`config.mk`:
```
export PLATFORM = sky130hd
export DESIGN_NAME = ptt_timer
export DESIGN_NICKNAME = d
export VERILOG_FILES = /design/src/rtl/ptt_pkg.sv /design/src/rtl/ptt_timer.sv /design/src/rtl/ptt_counter.sv
export VERILOG_INCLUDE_DIRS = /design/src /design/src/rtl
export SDC_FILE = /design/constraint.sdc
export NUM_CORES = 1
export LEC_CHECK = 0
export BUFFER_PORTS_ARGS = -buffer_cell sky130_fd_sc_hd__buf_2
export CELL_PAD_IN_SITES_DETAIL_PLACEMENT = 1
export CELL_PAD_IN_SITES_GLOBAL_PLACEMENT = 1
export CORE_MARGIN = 5
export CORE_UTILIZATION = 27
export CTS_CLUSTER_SIZE = 28
export DETAILED_ROUTE_END_ITERATION = 10
export PLACE_DENSITY_LB_ADDON = 0.1
export RECOVER_POWER = 25
export SLEW_MARGIN = 20
export SYNTH_ARGS = -nofsm -noshare
export SYNTH_HDL_FRONTEND = slang
export SYNTH_SLANG_ARGS = --single-unit
```
`constraint.sdc`:
```
create_clock -name aclk -period 2.9 [get_ports aclk]
set_input_delay 0.58 -clock aclk [delete_from_list [all_inputs] [get_ports aclk]]
set_output_delay 0.58 -clock aclk [all_outputs]
set_load 0.05 [all_outputs]
```
`src/rtl/ptt_defines.svh`:
```
// Constants for the periodic tick timer: register offsets, field positions, reset values, counts.
// Assumes it is included by bare name from the design modules, the checker and the bench.
//
// Summary of operation
// - Level field picks request level, zero disables.
// - Timer wins over external request at equal level.
// - Counter keeps running while level field zero.
// - Acknowledge returns programmed eight-bit vector.
// - Zero modulus stops the timer completely; the reference divider and, when selected, the prescaler keep counting.
// - Timer register always accessible, bits 15:9 zero.
// - Prescale select divides input clock by 512.
// - Reset loads prescale select from inverted mode.
// - Period equals modulus times prescale times four.
// - Low byte holds eight-bit count modulus.
// - Control bits 10:0 accessible, 15:11 read zero.
`ifndef PTT_DEFINES_SVH
`define PTT_DEFINES_SVH

`define PTT_OFS_CONTROL 8'h00
`define PTT_OFS_TIMER 8'h04
`define PTT_OFS_STATUS 8'h08
`define PTT_OFS_MASK 8'h0C
`define PTT_OFS_COUNT 8'h10

`define PTT_CTL_LEVEL_HI 10
`define PTT_CTL_LEVEL_LO 8
`define PTT_CTL_VEC_HI 7
`define PTT_CTL_VEC_LO 0
`define PTT_TMR_PRESCALE 8
`define PTT_TMR_MOD_HI 7
`define PTT_TMR_MOD_LO 0

`define PTT_RST_LEVEL 3'h0
`define PTT_RST_VECTOR 8'h0F
`define PTT_RST_MODULUS 8'h00

`define PTT_ST_EXPIRE 0
`define PTT_ST_ACK 1
`define PTT_NUM_EVENTS 2

`define PTT_REF_DIV 4
`define PTT_PRESCALE 512

`define PTT_RESP_OKAY 2'h0
`define PTT_RESP_SLVERR 2'h2

`endif

```
`src/rtl/ptt_pkg.sv`:
```
// Types shared by the periodic tick timer modules.
// Assumes ptt_defines.svh is on the include path.
package ptt_pkg;
    typedef logic [2:0] ptt_level_t;
    typedef logic [7:0] ptt_vector_t;
    typedef logic [7:0] ptt_modulus_t;
    typedef enum logic [2:0] {
        PTT_SEL_NONE,
        PTT_SEL_CONTROL,
        PTT_SEL_TIMER,
        PTT_SEL_STATUS,
        PTT_SEL_MASK,
        PTT_SEL_COUNT
    } ptt_sel_t;
endpackage

```
`src/rtl/ptt_timer.sv`:
```
// Top of the periodic tick timer: AXI4-Lite registers, request level and acknowledge vectoring.
// Assumes one clock aclk, synchronous inputs and a single master issuing one access at a time.
//
// Added by the designer: the address map and the AXI4-Lite register port.
`timescale 1ns/1ps
`include "ptt_defines.svh"
module ptt_timer (
    input wire logic aclk,
    input wire logic aresetn,
    input wire logic clk_en,
    input wire logic crystal_reference_input,
    input wire logic clock_mode_input,
    input wire ptt_pkg::ptt_level_t ext_irq_level,
    input wire logic iack_strobe,
    input wire ptt_pkg::ptt_level_t iack_level,
    output ptt_pkg::ptt_level_t irq_level_q,
    output logic iack_done_q,
    output logic iack_own_q,
    output ptt_pkg::ptt_vector_t iack_vector_q,
    output logic irq_q,
    input wire logic [7:0] s_axi_awaddr,
    input wire logic s_axi_awvalid,
    output logic s_axi_awready,
    input wire logic [31:0] s_axi_wdata,
    input wire logic [3:0] s_axi_wstrb,
    input wire logic s_axi_wvalid,
    output logic s_axi_wready,
    output logic [1:0] s_axi_bresp,
    output logic s_axi_bvalid,
    input wire logic s_axi_bready,
    input wire logic [7:0] s_axi_araddr,
    input wire logic s_axi_arvalid,
    output logic s_axi_arready,
    output logic [31:0] s_axi_rdata,
    output logic [1:0] s_axi_rresp,
    output logic s_axi_rvalid,
    input wire logic s_axi_rready
);
    import ptt_pkg::*;

    // Maps a byte address onto a register selector.
    function automatic ptt_sel_t decode(input logic [7:0] addr);
        case (addr)
            `PTT_OFS_CONTROL: decode = PTT_SEL_CONTROL;
            `PTT_OFS_TIMER: decode = PTT_SEL_TIMER;
            `PTT_OFS_STATUS: decode = PTT_SEL_STATUS;
            `PTT_OFS_MASK: decode = PTT_SEL_MASK;
            `PTT_OFS_COUNT: decode = PTT_SEL_COUNT;
            default: decode = PTT_SEL_NONE;
        endcase
    endfunction

    // Register state.
    ptt_level_t request_level_select_q;
    ptt_vector_t periodic_vector_field_q;
    logic prescale_select_q;
    ptt_modulus_t timing_modulus_q;
    logic [`PTT_NUM_EVENTS-1:0] status_q;
    logic [`PTT_NUM_EVENTS-1:0] mask_q;
    logic pending_q;
    ptt_level_t pending_level_q;

    // Bus state.
    logic aw_have_q;
    logic w_have_q;
    logic [7:0] awaddr_q;
    logic [31:0] wdata_q;
    logic [3:0] wstrb_q;

    // Counter outputs.
    logic expire;
    ptt_modulus_t count_now;

    ptt_counter u_counter (
        .aclk(aclk),
        .aresetn(aresetn),
        .clk_en(clk_en),
        .crystal_reference_input(crystal_reference_input),
        .prescale_select(prescale_select_q),
        .timing_modulus(timing_modulus_q),
        .expire_q(expire),
        .count_q(count_now)
    );

    // Write channel handshakes; address and data may arrive in either order.
    wire aw_take = s_axi_awvalid & s_axi_awready;
    wire w_take = s_axi_wvalid & s_axi_wready;
    wire aw_hold = aw_have_q | aw_take;
    wire w_hold = w_have_q | w_take;
    wire do_wr = aw_hold & w_hold & ~s_axi_bvalid;
    wire [7:0] wr_addr = aw_take ? s_axi_awaddr : awaddr_q;
    wire [31:0] wr_data = w_take ? s_axi_wdata : wdata_q;
    wire [3:0] wr_strb = w_take ? s_axi_wstrb : wstrb_q;
    wire ptt_sel_t wr_sel = decode(wr_addr);
    wire wr_lo = do_wr & wr_strb[0];
    wire wr_hi = do_wr & wr_strb[1];
    wire wr_ctl = (wr_sel == PTT_SEL_CONTROL);
    wire wr_tmr = (wr_sel == PTT_SEL_TIMER);
    wire wr_msk = (wr_sel == PTT_SEL_MASK);
    wire aw_have_d = aw_hold & ~do_wr;
    wire w_have_d = w_hold & ~do_wr;
    wire bvalid_d = do_wr | (s_axi_bvalid & ~s_axi_bready);
    wire [1:0] bresp_d = (wr_sel == PTT_SEL_NONE) ? `PTT_RESP_SLVERR : `PTT_RESP_OKAY;

    // Read channel; data are captured when the address is taken.
    wire ar_take = s_axi_arvalid & s_axi_arready;
    wire ptt_sel_t rd_sel = decode(s_axi_araddr);
    wire rvalid_d = ar_take | (s_axi_rvalid & ~s_axi_rready);
    wire rd_status = ar_take && (rd_sel == PTT_SEL_STATUS);
    wire [31:0] ctl_word = {21'h0, request_level_select_q, periodic_vector_field_q};
    wire [31:0] tmr_word = {23'h0, prescale_select_q, timing_modulus_q};
    wire [31:0] sts_word = {{(32-`PTT_NUM_EVENTS){1'b0}}, status_q};
    wire [31:0] msk_word = {{(32-`PTT_NUM_EVENTS){1'b0}}, mask_q};
    wire [31:0] cnt_word = {24'h000000, count_now};
    wire [31:0] rd_word =
        (rd_sel == PTT_SEL_CONTROL) ? ctl_word :
        (rd_sel == PTT_SEL_TIMER) ? tmr_word :
        (rd_sel == PTT_SEL_STATUS) ? sts_word :
        (rd_sel == PTT_SEL_MASK) ? msk_word :
        (rd_sel == PTT_SEL_COUNT) ? cnt_word : 32'h00000000;
    wire [1:0] rresp_d = (rd_sel == PTT_SEL_NONE) ? `PTT_RESP_SLVERR : `PTT_RESP_OKAY;

    // Periodic request: expiry arms it only while a level is selected, acknowledge clears it.
    wire level_enabled = (request_level_select_q != 3'h0);
    wire arm = expire & level_enabled;
    wire ack_match = iack_strobe && pending_q && (iack_level == pending_level_q);
    wire pending_d = arm | (pending_q & ~ack_match);
    wire ptt_level_t pending_level_d = arm ? request_level_select_q : pending_level_q;
    wire ptt_level_t own_level = pending_d ? pending_level_d : 3'h0;
    wire ptt_level_t level_d = (own_level >= ext_irq_level) ? own_level : ext_irq_level;

    // Sticky event bits; a new event wins over the read that clears it.
    wire [`PTT_NUM_EVENTS-1:0] event_set = {ack_match, expire};
    logic [`PTT_NUM_EVENTS-1:0] status_d;
    genvar gi;
    generate
        for (gi = 0; gi < `PTT_NUM_EVENTS; gi++) begin : g_status
            assign status_d[gi] = event_set[gi] | (status_q[gi] & ~rd_status);
        end
    endgenerate
    wire irq_d = |(status_d & mask_q);

    always_ff @(posedge aclk) begin
        if (!aresetn) begin
            aw_have_q <= 1'b0;
            w_have_q <= 1'b0;
            awaddr_q <= 8'h00;
            wdata_q <= 32'h00000000;
            wstrb_q <= 4'h0;
            s_axi_awready <= 1'b0;
            s_axi_wready <= 1'b0;
            s_axi_bvalid <= 1'b0;
            s_axi_bresp <= `PTT_RESP_OKAY;
        end else if (clk_en) begin
            aw_have_q <= aw_have_d;
            w_have_q <= w_have_d;
            if (aw_take) begin
                awaddr_q <= s_axi_awaddr;
            end
            if (w_take) begin
                wdata_q <= s_axi_wdata;
                wstrb_q <= s_axi_wstrb;
            end
            s_axi_awready <= ~aw_have_d & ~bvalid_d;
            s_axi_wready <= ~w_have_d & ~bvalid_d;
            s_axi_bvalid <= bvalid_d;
            if (do_wr) begin
                s_axi_bresp <= bresp_d;
            end
        end
    end

    always_ff @(posedge aclk) begin
        if (!aresetn) begin
            s_axi_arready <= 1'b0;
            s_axi_rvalid <= 1'b0;
            s_axi_rdata <= 32'h00000000;
            s_axi_rresp <= `PTT_RESP_OKAY;
        end else if (clk_en) begin
            s_axi_arready <= ~rvalid_d;
            s_axi_rvalid <= rvalid_d;
            if (ar_take) begin
                s_axi_rdata <= rd_word;
                s_axi_rresp <= rresp_d;
            end
        end
    end

    always_ff @(posedge aclk) begin
        if (!aresetn) begin
            request_level_select_q <= `PTT_RST_LEVEL;
            periodic_vector_field_q <= `PTT_RST_VECTOR;
        end else if (clk_en && wr_ctl) begin
            if (wr_hi) begin
                request_level_select_q <= wr_data[`PTT_CTL_LEVEL_HI:`PTT_CTL_LEVEL_LO];
            end
            if (wr_lo) begin
                periodic_vector_field_q <= wr_data[`PTT_CTL_VEC_HI:`PTT_CTL_VEC_LO];
            end
        end
    end

    always_ff @(posedge aclk) begin
        if (!aresetn) begin
            prescale_select_q <= ~clock_mode_input;
            timing_modulus_q <= `PTT_RST_MODULUS;
        end else if (clk_en && wr_tmr) begin
            if (wr_hi) begin
                prescale_select_q <= wr_data[`PTT_TMR_PRESCALE];
            end
            if (wr_lo) begin
                timing_modulus_q <= wr_data[`PTT_TMR_MOD_HI:`PTT_TMR_MOD_LO];
            end
        end
    end

    always_ff @(posedge aclk) begin
        if (!aresetn) begin
            mask_q <= '0;
            status_q <= '0;
            irq_q <= 1'b0;
        end else if (clk_en) begin
            if (wr_msk && wr_lo) begin
                mask_q <= wr_data[`PTT_NUM_EVENTS-1:0];
            end
            status_q <= status_d;
            irq_q <= irq_d;
        end
    end

    always_ff @(posedge aclk) begin
        if (!aresetn) begin
            pending_q <= 1'b0;
            pending_level_q <= 3'h0;
            irq_level_q <= 3'h0;
            iack_done_q <= 1'b0;
            iack_own_q <= 1'b0;
            iack_vector_q <= 8'h00;
        end else if (clk_en) begin
            pending_q <= pending_d;
            pending_level_q <= pending_level_d;
            irq_level_q <= level_d;
            iack_done_q <= iack_strobe;
            iack_own_q <= ack_match;
            iack_vector_q <= ack_match ? periodic_vector_field_q : 8'h00;
        end
    end
endmodule // ptt_timer

```
`src/rtl/ptt_counter.sv`:
```
// Reference divider, optional prescaler and modulus down counter of the periodic tick timer.
// Assumes crystal_reference_input is synchronous to aclk and no faster than aclk / 2.
`timescale 1ns/1ps
`include "ptt_defines.svh"
module ptt_counter (
    input wire logic aclk,
    input wire logic aresetn,
    input wire logic clk_en,
    input wire logic crystal_reference_input,
    input wire logic prescale_select,
    input wire ptt_pkg::ptt_modulus_t timing_modulus,
    output logic expire_q,
    output ptt_pkg::ptt_modulus_t count_q
);
    import ptt_pkg::*;

    localparam int REF_W = $clog2(`PTT_REF_DIV);
    localparam int PRE_W = $clog2(`PTT_PRESCALE);
    localparam logic [REF_W-1:0] REF_LAST = REF_W'(`PTT_REF_DIV - 1);
    localparam logic [PRE_W-1:0] PRE_LAST = PRE_W'(`PTT_PRESCALE - 1);

    logic ref_q;
    logic [REF_W-1:0] ref_cnt_q;
    logic [PRE_W-1:0] pre_cnt_q;
    ptt_modulus_t count_d;
    logic expire_d;

    wire ref_rise = crystal_reference_input & ~ref_q;
    wire quarter_tick = ref_rise && (ref_cnt_q == REF_LAST);
    wire pre_wrap = (pre_cnt_q == PRE_LAST);
    wire count_tick = quarter_tick && (!prescale_select || pre_wrap);
    wire stopped = (timing_modulus == 8'h00);

    always_comb begin
        count_d = count_q;
        expire_d = 1'b0;
        if (stopped) begin
            count_d = 8'h00;
        end else if (count_tick) begin
            if (count_q == 8'h00) begin
                count_d = timing_modulus;
            end else if (count_q == 8'h01) begin
                count_d = timing_modulus;
                expire_d = 1'b1;
            end else begin
                count_d = count_q - 8'h01;
            end
        end
    end

    always_ff @(posedge aclk) begin
        if (!aresetn) begin
            ref_q <= 1'b0;
            ref_cnt_q <= '0;
            pre_cnt_q <= '0;
            count_q <= `PTT_RST_MODULUS;
            expire_q <= 1'b0;
        end else if (clk_en) begin
            ref_q <= crystal_reference_input;
            if (ref_rise) begin
                ref_cnt_q <= ref_cnt_q + REF_W'(1);
            end
            if (quarter_tick) begin
                pre_cnt_q <= prescale_select ? pre_cnt_q + PRE_W'(1) : '0;
            end
            count_q <= count_d;
            expire_q <= expire_d;
        end
    end
endmodule // ptt_counter

```
### Word-level counts from Yosys, hierarchy flattened

Index checks and enable logic that the tools add are counted.

| operators by class | value |
|---|---|
| add/subtract/negate cells | 3 |
| $lt $le $gt $ge | 1 |
| eq/ne operators | 22 |
| muxes and demuxes | 28 |
| bitwise operators | 38 |
| reduce and logical (&&, ||, !) cells | 29 |

Operator list:

| cell | number |
|---|---|
| 8-bit two-way mux | 9 |
| 8-bit by 4-bit equality test with 1-bit output (second input constant) | 4 |
| 8-bit zero test | 4 |
| 3-bit case mux with 5 select lines | 2 |
| 11-bit two-way mux | 2 |
| 2-bit AND reduction | 10 |
| 1-bit AND | 18 |
| 9-bit two-way mux | 2 |
| 8-bit by 3-bit equality test with 1-bit output (second input constant) | 2 |
| 8-bit by 5-bit equality test with 1-bit output (second input constant) | 2 |
| 1-bit NOT | 12 |
| 9-bit by 1-bit adder with 9-bit output (second input constant) | 1 |
| 3-bit by 2-bit equality test with 1-bit output (second input constant) | 3 |
| 3-bit equality test (second input constant) | 3 |
| 9-bit equality test (second input constant) | 1 |
| 3-bit two-way mux | 3 |
| 8-bit by 1-bit equality test with 1-bit output (second input constant) | 1 |
| 1-bit logical AND | 8 |
| 8-bit by 1-bit subtractor with 8-bit output (second input constant) | 1 |
| 1-bit two-way mux | 7 |
| 1-bit bitwise OR | 7 |
| 3-bit by 1-bit equality test with 1-bit output (second input constant) | 2 |
| 3-bit zero test | 2 |
| 2-bit two-way mux | 3 |
| 11 further kinds | 12 |

| storage, ports and cells | value |
|---|---|
| bits in registers | 127 |
| output and inout port bits | 55 |

### Depth between registers and ports, before layout

Gate-level depths: netlist (run 1).

| logic depth | value |
|---|---|
| depth in word-level cells | 9 |
| mapped depth | 10 |
| depth with buffers taken out | 10 |

### Hierarchy

From an unflattened synthesis (run 1), not the netlist that was laid out.

| second synthesis, totals | value |
|---|---|
| cells, all modules | 631 |
| area, all modules | 5,317.6 µm² |

By module, submodules not included:

| module | instances | cells an instance | area an instance (µm²) | sequential area each (µm²) |
|---|---|---|---|---|
| ptt_timer | 1 | 481 | 4,047.6 | 1,671.6 |
| ptt_counter | 1 | 150 | 1,270.0 | 420.4 |

### Least setup slack after synthesis (run 1)

Ideal clock, no wire load.

| timing | value |
|---|---|
| kind | input port to flip-flop |
| start | input iack_level[2] |
| end | register irq_level_q[0] |
| setup time | 0.132 ns |
| arrival | 2.393 ns |
| required time | 2.768 ns |
| setup slack | 0.374 ns |
| stages | 10 |
| buffers on the path | 0 |
| cell sequence | xor2_1 nor4_1 nor2_1 nor2_1 ha_1 nand2b_1 a21o_1 a211o_1 o311ai_0 a21oi_1 |

| on the way | value |
|---|---|
| longest elaborated chain between the ends | 8 |

Ends and longest elaborated chain:

| element | RTL line | source |
|---|---|---|
| from (decl) | ptt_timer.sv:15 | `input wire ptt_pkg::ptt_level_t iack_level,` |
| 3-bit equality test (*) | ptt_timer.sv:126 | `wire ack_match = iack_strobe && pending_q && (iack_level == pending_level_q);` |
| 1-bit logical AND (*) | ptt_timer.sv:126 |  |
| 1-bit NOT (*) | ptt_timer.sv:127 | `wire pending_d = arm \| (pending_q & ~ack_match);` |
| 1-bit AND (*) | ptt_timer.sv:127 |  |
| 1-bit bitwise OR (*) | ptt_timer.sv:127 |  |
| 3-bit two-way mux (*) | ptt_timer.sv:129 | `wire ptt_level_t own_level = pending_d ? pending_level_d : 3'h0;` |
| 3-bit >= comparator | ptt_timer.sv:130 | `wire ptt_level_t level_d = (own_level >= ext_irq_level) ? own_level : ext_irq_level;` |
| 3-bit two-way mux (*) | ptt_timer.sv:130 |  |
| to (signal assigned) | ptt_timer.sv:242 | `irq_level_q <= level_d;` |
| to (decl) | ptt_timer.sv:16 | `output ptt_pkg::ptt_level_t irq_level_q,` |

Mark *: on every way between the ends. The rest lies on a longest branch, timed or not.
A chain may end at the register's enable or synchronous reset.

### Final worst setup path (run 1)

| timing | value |
|---|---|
| start | register pending_level_q[0] |
| end | register irq_level_q[0] |

| on the way | value |
|---|---|
| longest elaborated chain between the ends | 8 |

Ends and longest elaborated chain:

| element | RTL line | source |
|---|---|---|
| from (decl) | ptt_timer.sv:61 | `ptt_level_t pending_level_q;` |
| from (signal assigned) | ptt_timer.sv:241 | `pending_level_q <= pending_level_d;` |
| 3-bit equality test | ptt_timer.sv:126 |  |
| 1-bit logical AND | ptt_timer.sv:126 |  |
| 1-bit NOT | ptt_timer.sv:127 |  |
| 1-bit AND | ptt_timer.sv:127 |  |
| 1-bit bitwise OR | ptt_timer.sv:127 |  |
| 3-bit two-way mux (*) | ptt_timer.sv:129 |  |
| 3-bit >= comparator | ptt_timer.sv:130 |  |
| 3-bit two-way mux (*) | ptt_timer.sv:130 |  |

Marks and branches as above.

==> results.cfg, run 1 <==
[clocking]
cts.sinks = 104
post_cts_resized = 0
cts.clk_slew.worst_paths_ns = 0.07
hold_buffers = 0
root_buffer = clkbuf_16
clockBufferDepth = 2
postCtsSetupBuffers = 0
cts_inserted_buffers = 9
cts_tree = yes
clock_latency_ns = 0.35
htreeDepth = 3

[yosys]
synth_seq_area_share_pct = 41.2
yosys.area_share.simple_pct = 20.7
synth_top_family_by_area = simple AND/OR/NAND/NOR gates
synthXorXnorAreaFrac_pct = 1.90
yosysWarnings = 0
synthMuxAreaShare_pct = 10.0
syn_area_per_cell_um2 = 8.35
synth_edf_count = 1
synth_area_mm2 = 0.00508
syn_inst = 608
synth_flop_cell = dfxtp_1
synth-compound-area-share_pct = 16.9
synth_cell_types = 56
synth_fa_ha_area_share_pct = 1.97
ys_ff_latch = 104
synthArstFlopShare_pct = 0

[pwr]
total_power_w = 0.00298
power_leakage_nw = 2.32
ir_worst_vdd_mv = 0.265
power_density_mw_per_mm2 = 506

[routing]
via_count = 4520
initialDrtViolationCount = 207
wl_um = 15600
postRouteAntennaNets = 0
viasPerCell = 4.94
first_pass_iters = 4
wire_per_inst_um = 17.0
drcViolationCount = 0

[setup_path]
rr_startpoint = pending_level_q[0]
cp_common_cell = nor2_1
cp_top_family = compound AO/OA/AOI/OAI gates
cp-start-kind = register
cp_slowest_cell = dfxtp_1
ff2ff_setup_slack_ns = 0.45
cp.required_ns = 3.09
end_kind = register
reg2reg_to = irq_level_q[0]
critical_path.max_fanout = 5
arrival_ns = 2.64
cp_slowest_stage_delay_ns = 0.35
criticalPathCategory = reg2reg
r2r_cells = 11
crit_chain = xor2_1, nor4_1, buf_4, nor2_1, nor2_1, ha_1, nand2b_1, a21o_1, a211o_1, o311ai_0, a21oi_1
crit_buf_inv = 1

[global_route]
grt_overflow_total = 0
grt_pass1_vias = 4871
track_usage_pct = 14.5
grt_max_degree = 47
grt_pass1_wl_um = 25500
antenna_found_initial = 0

[cells_and_area]
area.sequential_mm2 = 0.00209
finalNetCount = 754
areaGrowthSynthToFinish_pct = 16.1
drive_gt1_share_pct = 14.7
diodes = 0
n_fill_cell = 2255
multi_input_area_mm2 = 0.00271

[floorplan]
io_pins = 124
row_count = 50
start_util_pct = 27.2
die_w_um = 147
core_mm2 = 0.0186
die_y_um = 147
dieArea_mm2 = 0.0217

[sta]
fin_skew_ns = 0.00613
max_freq_mhz = 408
min_period_ns = 2.45
hold_viol_final = 0
drv_slew = 0
slew_headroom_pct = 23.5
holdWs_ns = 0.454
finalCritPeriodShare_pct = 84.6
worst_slew_pin_slew_ns = 1.15
finalSetupViolCount = 0
finalSetupTns_ns = 0
rsz0062_at_grt = no

[worst_hold_path]
min-delay-start = wdata_q[5]
hold_path_class = reg2reg
worstHoldEndpoint = wdata_q[5]
hold_path_depth = 2

[place]
io_buffers = 77
dp_hpwl_um = 11700
gp_congestion = 0.788

[status]
status = finished clean

[flow_run]
maxCapViolCount = 0
[cell usage after synthesis (8+ instances only)]
cell type  number  area (um^2)
nor2b_1         9         56.3
a22oi_1        10         75.1
ha_1            8          100
mux2_2         13          146
clkbuf_1       28          105
o211ai_1        8         60.1
inv_1          16         60.1
nand3_1        20          100
buf_4          23          173
a21oi_1        61          305
dfxtp_1       103         2060
mux2i_1        34          340
o21ai_0        24          120
nand2_1        97          364
xor2_1          8         70.1
nor2_1         46          173
[routing by layer]
| layer | part of all wire [%] | GRT usage (%) |
|---|---|---|
| met1 | 50 | 19.9 |
| met2 | 46 | 23.4 |
| met3 | 3.5 | 2.84 |
| met4 | 1.1 | 4.10 |
| met5 | 0 | 0 |
[power by group]
group / switching [W] / internal [W] / leakage (nW)
combinational: 0.000239 / 0.0000867 / 1.34
clock: 0.000521 / 0.000668 / 0.131
sequential: 0.0000176 / 0.00145 / 0.843
total: 0.000777 / 0.00221 / 2.32
[kinds of logic (layout without fill, tap and decap cells)]
family                     after synthesis  in the layout
AOI/OAI and AO/OA                      139            139
xor gates and xnor gates                11             11
adders and majority gates                8              8
buffers and inverters                   72            123
DFF                                    104            104
muxes                                   48             48
other                                    1             23
and+or+nand+nor                        225            225
[cell type report]
| type | instances | share of cell area, % |
|---|---|---|
| repair buffers | 91 | 7.92 |
| clock inverters | 1 | 0.509 |
| clock buffers | 14 | 4.14 |
| multi-input cells | 454 | 45.9 |
| inverters | 17 | 1.08 |
| flip-flops and latches | 104 | 35.5 |
| well taps | 234 | 4.97 |
[worst max-delay path by stage]
stage	startpoint	slack, ns	endpoint	cells past startpoint
after global placement	s_axi_araddr[0]	0.18	s_axi_rdata[6]	6
after detailed placement	s_axi_araddr[0]	0.10	s_axi_rdata[4]	6
after floorplan	iack_level[2]	0.37	irq_level_q[0]	10
after global routing	pending_level_q[2]	0.27	irq_level_q[0]	11
final	pending_level_q[0]	0.45	irq_level_q[0]	11
after CTS	pending_level_q[0]	0.46	irq_level_q[0]	11
[state kept, by name (all words and copies together) (netlist names), 3 cells and up]
signal,count
timing_modulus_q,8
pending_level_q,3
u_counter.pre_cnt_q,9
iack_vector_q,8
s_axi_rdata,11
request_level_select_q,3
u_counter.count_q,8
wdata_q,11
periodic_vector_field_q,8
irq_level_q,3
awaddr_q,8
[through the flow]
| stage | std cells | cell area (um^2) | worst slack (ns) | utilization (%) |
|---|---|---|---|---|
| 6_report | 915 | 5890 | 0.447 | 31.6 |
| 5_1_grt | 915 | 5890 | 0.266 | 31.6 |
| 4_1_cts | 915 | 5940 | 0.462 | 31.9 |
| 3_5_place_dp | 900 | 5670 | 0.105 | 30.4 |
| 3_3_place_gp | 900 | 5670 | 0.175 | 30.4 |
| 2_1_floorplan | 630 | 5160 | 0.374 | - |
[layout by cell type (no fill, tap or decap), types with 7 or more instances in the layout]
cell and n:
buf_4 10, nor3_1 7, o21ai_0 24, inv_1 17, mux2i_1 34, ha_1 8
o211ai_1 8, clkbuf_16 9, nor4_1 7, nor2b_1 9, a21oi_1 61, nand2_1 97
conb_1 23, clkbuf_1 28, nand4_1 7, a31oi_1 7, nand3_1 20, nor2_1 46
mux2_2 13, dfxtp_1 103, a22oi_1 10, buf_2 56, xor2_1 8
[worst reg2reg max path: stages, from the launching register on]
cell	delay [ns]
dfxtp_1	0.35
xor2_1	0.18
nor4_1	0.32
buf_4	0.20
nor2_1	0.06
nor2_1	0.11
ha_1	0.23
nand2b_1	0.16
a21o_1	0.20
a211o_1	0.29
o311ai_0	0.10
a21oi_1	0.11
Note: power is estimated with default switching activity, not from simulation.
==> run 2: changes to the inputs <==
==> constraint.sdc (replaced) <==
create_clock -name aclk -period 2.4 [get_ports aclk]
set_input_delay 0.48 -clock aclk [delete_from_list [all_inputs] [get_ports aclk]]
set_output_delay 0.48 -clock aclk [all_outputs]
set_load 0.05 [all_outputs]
==> results.cfg, run 2 (synthesized netlist as in run 1, its figures left out) <==
[flow_run]
maxCapViolCount = 0

[place]
gp_congestion = 0.763
io_buffers = 77
place_area_mm2 = 0.00586
dp_cells = 926
dp_hpwl_um = 12000

[floorplan]
die_w_um = 147
dieArea_mm2 = 0.0217
die_y_um = 147
start_util_pct = 27.2
io_pins = 124
row_count = 50
core_mm2 = 0.0186

[setup_path]
arrival_ns = 2.51
cp.required_ns = 2.63
cp-start-kind = register
critical_path.max_fanout = 4
end_kind = register
criticalPathCategory = reg2reg

[pwr]
clkPwrFrac_pct = 43.3
swShare_pct = 25.2
power_density_mw_per_mm2 = 627
p_comb_share_pct = 10.8
p_sw_w = 0.000972
ir_worst_vdd_mv = 0.305
power_leakage_nw = 2.49
power_frac_seq_pct = 46.0
total_power_w = 0.00386
power.internal_w = 0.00289

[sta]
finalCritPeriodShare_pct = 95.2
finalSetupViolCount = 0
fin_skew_ns = 0.00618
drv_slew = 0
min_period_ns = 2.28
holdWs_ns = 0.374
max_freq_mhz = 438
slew_headroom_pct = 36.5
hold_viol_final = 0
rsz0062_at_grt = yes
worst_slew_pin_slew_ns = 0.949

[clocking]
postCtsSetupBuffers = 0
cts_inserted_buffers = 9
clockBufferDepth = 2
hold_buffers = 0
cts.clk_slew.worst_paths_ns = 0.07
htreeDepth = 3
cts_tree = yes
clock_latency_ns = 0.35
root_buffer = clkbuf_16
cts.sinks = 104

[routing]
initialDrtViolationCount = 151
postRouteAntennaNets = 0
wl_um = 15500
wire_per_inst_um = 16.5
viasPerCell = 4.91
drcViolationCount = 0
via_count = 4625
first_pass_iters = 4

[cells_and_area]
reg_top3 = s_axi_rdata x11, wdata_q x11, u_counter.pre_cnt_q x9
fin_cells = 942
layout_commonest_cell = dfxtp_1
utilization_pct = 33.0
areaGrowthSynthToFinish_pct = 21.3
drive_gt1_share_pct = 19.4
mostFrequentLayoutCells = 103 x dfxtp_1, 97 x nand2_1, 62 x buf_2
finalNetCount = 780
diodes = 0
final_area_mm2 = 0.00616

[global_route]
grt_max_degree = 26
grt_overflow_total = 0
antenna_found_initial = 0
track_usage_pct = 14.7
grt_pass1_wl_um = 26000
grt_pass1_vias = 4967

[worst_hold_path]
hold_path_class = in2reg

[status]
status = finished clean
[run 2: worst paths after layout]
| kind | start | endpoint | cells past startpoint | slack [ns] |
|---|---|---|---|---|
| setup reg to reg | pending_level_q[2] | irq_level_q[0] | 9 | 0.12 |
| setup / recovery | pending_level_q[2] | irq_level_q[0] | 9 | 0.12 |
| hold reg to reg | wdata_q[6] | wdata_q[6] | 2 | 0.46 |
| hold / removal | s_axi_wdata[1] | wdata_q[1] | 3 | 0.37 |
[run 2: cell type report]
type	instances	area [um^2]
Sequential cell	104	2090
Inverter	17	63.8
Clock buffer	9	225
Tap cell	234	293
Multi-Input combinational cell	454	2720
Timing Repair Buffer	117	661
Clock inverter	7	110
Fill cell	2218	12500
[run 2: power groups by stage]
| stage | Clock (W) | Sequential, W | Combinational, W |
|---|---|---|---|
| 3_3_place_gp | 0 | 0.00181 | 0.000415 |
| 6_report | 0.00167 | 0.00178 | 0.000416 |
| 4_1_cts | 0.00175 | 0.00178 | 0.000425 |
| 3_5_place_dp | 0 | 0.00182 | 0.000424 |
| 5_1_grt | 0.00181 | 0.00178 | 0.000456 |
| 2_1_floorplan | 0 | 0.00185 | 0.000274 |
[run 2: critical path: stages (launching register included)]
cell and delay (ns):
dfxtp_1 0.33, xor2_1 0.17, nor4_2 0.32, buf_4 0.19
o21ai_0 0.15, ha_1 0.34, a21o_1 0.19, a211o_1 0.29
o311ai_1 0.09, a21oi_1 0.10
[run 2: timing repair]
| action | CTS | global route |
|---|---|---|
| gates resized for setup | 0 | 2 |
| endpoints found under the setup margin | 0 | 3 |
| endpoints found under the hold margin | 0 | 0 |
[run 2: metal layers]
metal | wire length [um] | vias to the layer above | track usage, %
li1 | - | 2292 | -
met1 | 7670 | 2254 | 19.4
met2 | 7130 | 70 | 24.2
met3 | 539 | 9 | 2.87
met4 | 177 | 0 | 4.52
met5 | 0 | - | 0
[run 2: metrics by stage]
stage          setup slack [ns]  setup TNS, ns
4_1_cts                  0.0520              0
6_report                  0.115              0
3_5_place_dp             -0.185          -2.68
3_3_place_gp             -0.173          -2.08
2_1_floorplan            0.0118              0
5_1_grt                 -0.0659        -0.0659
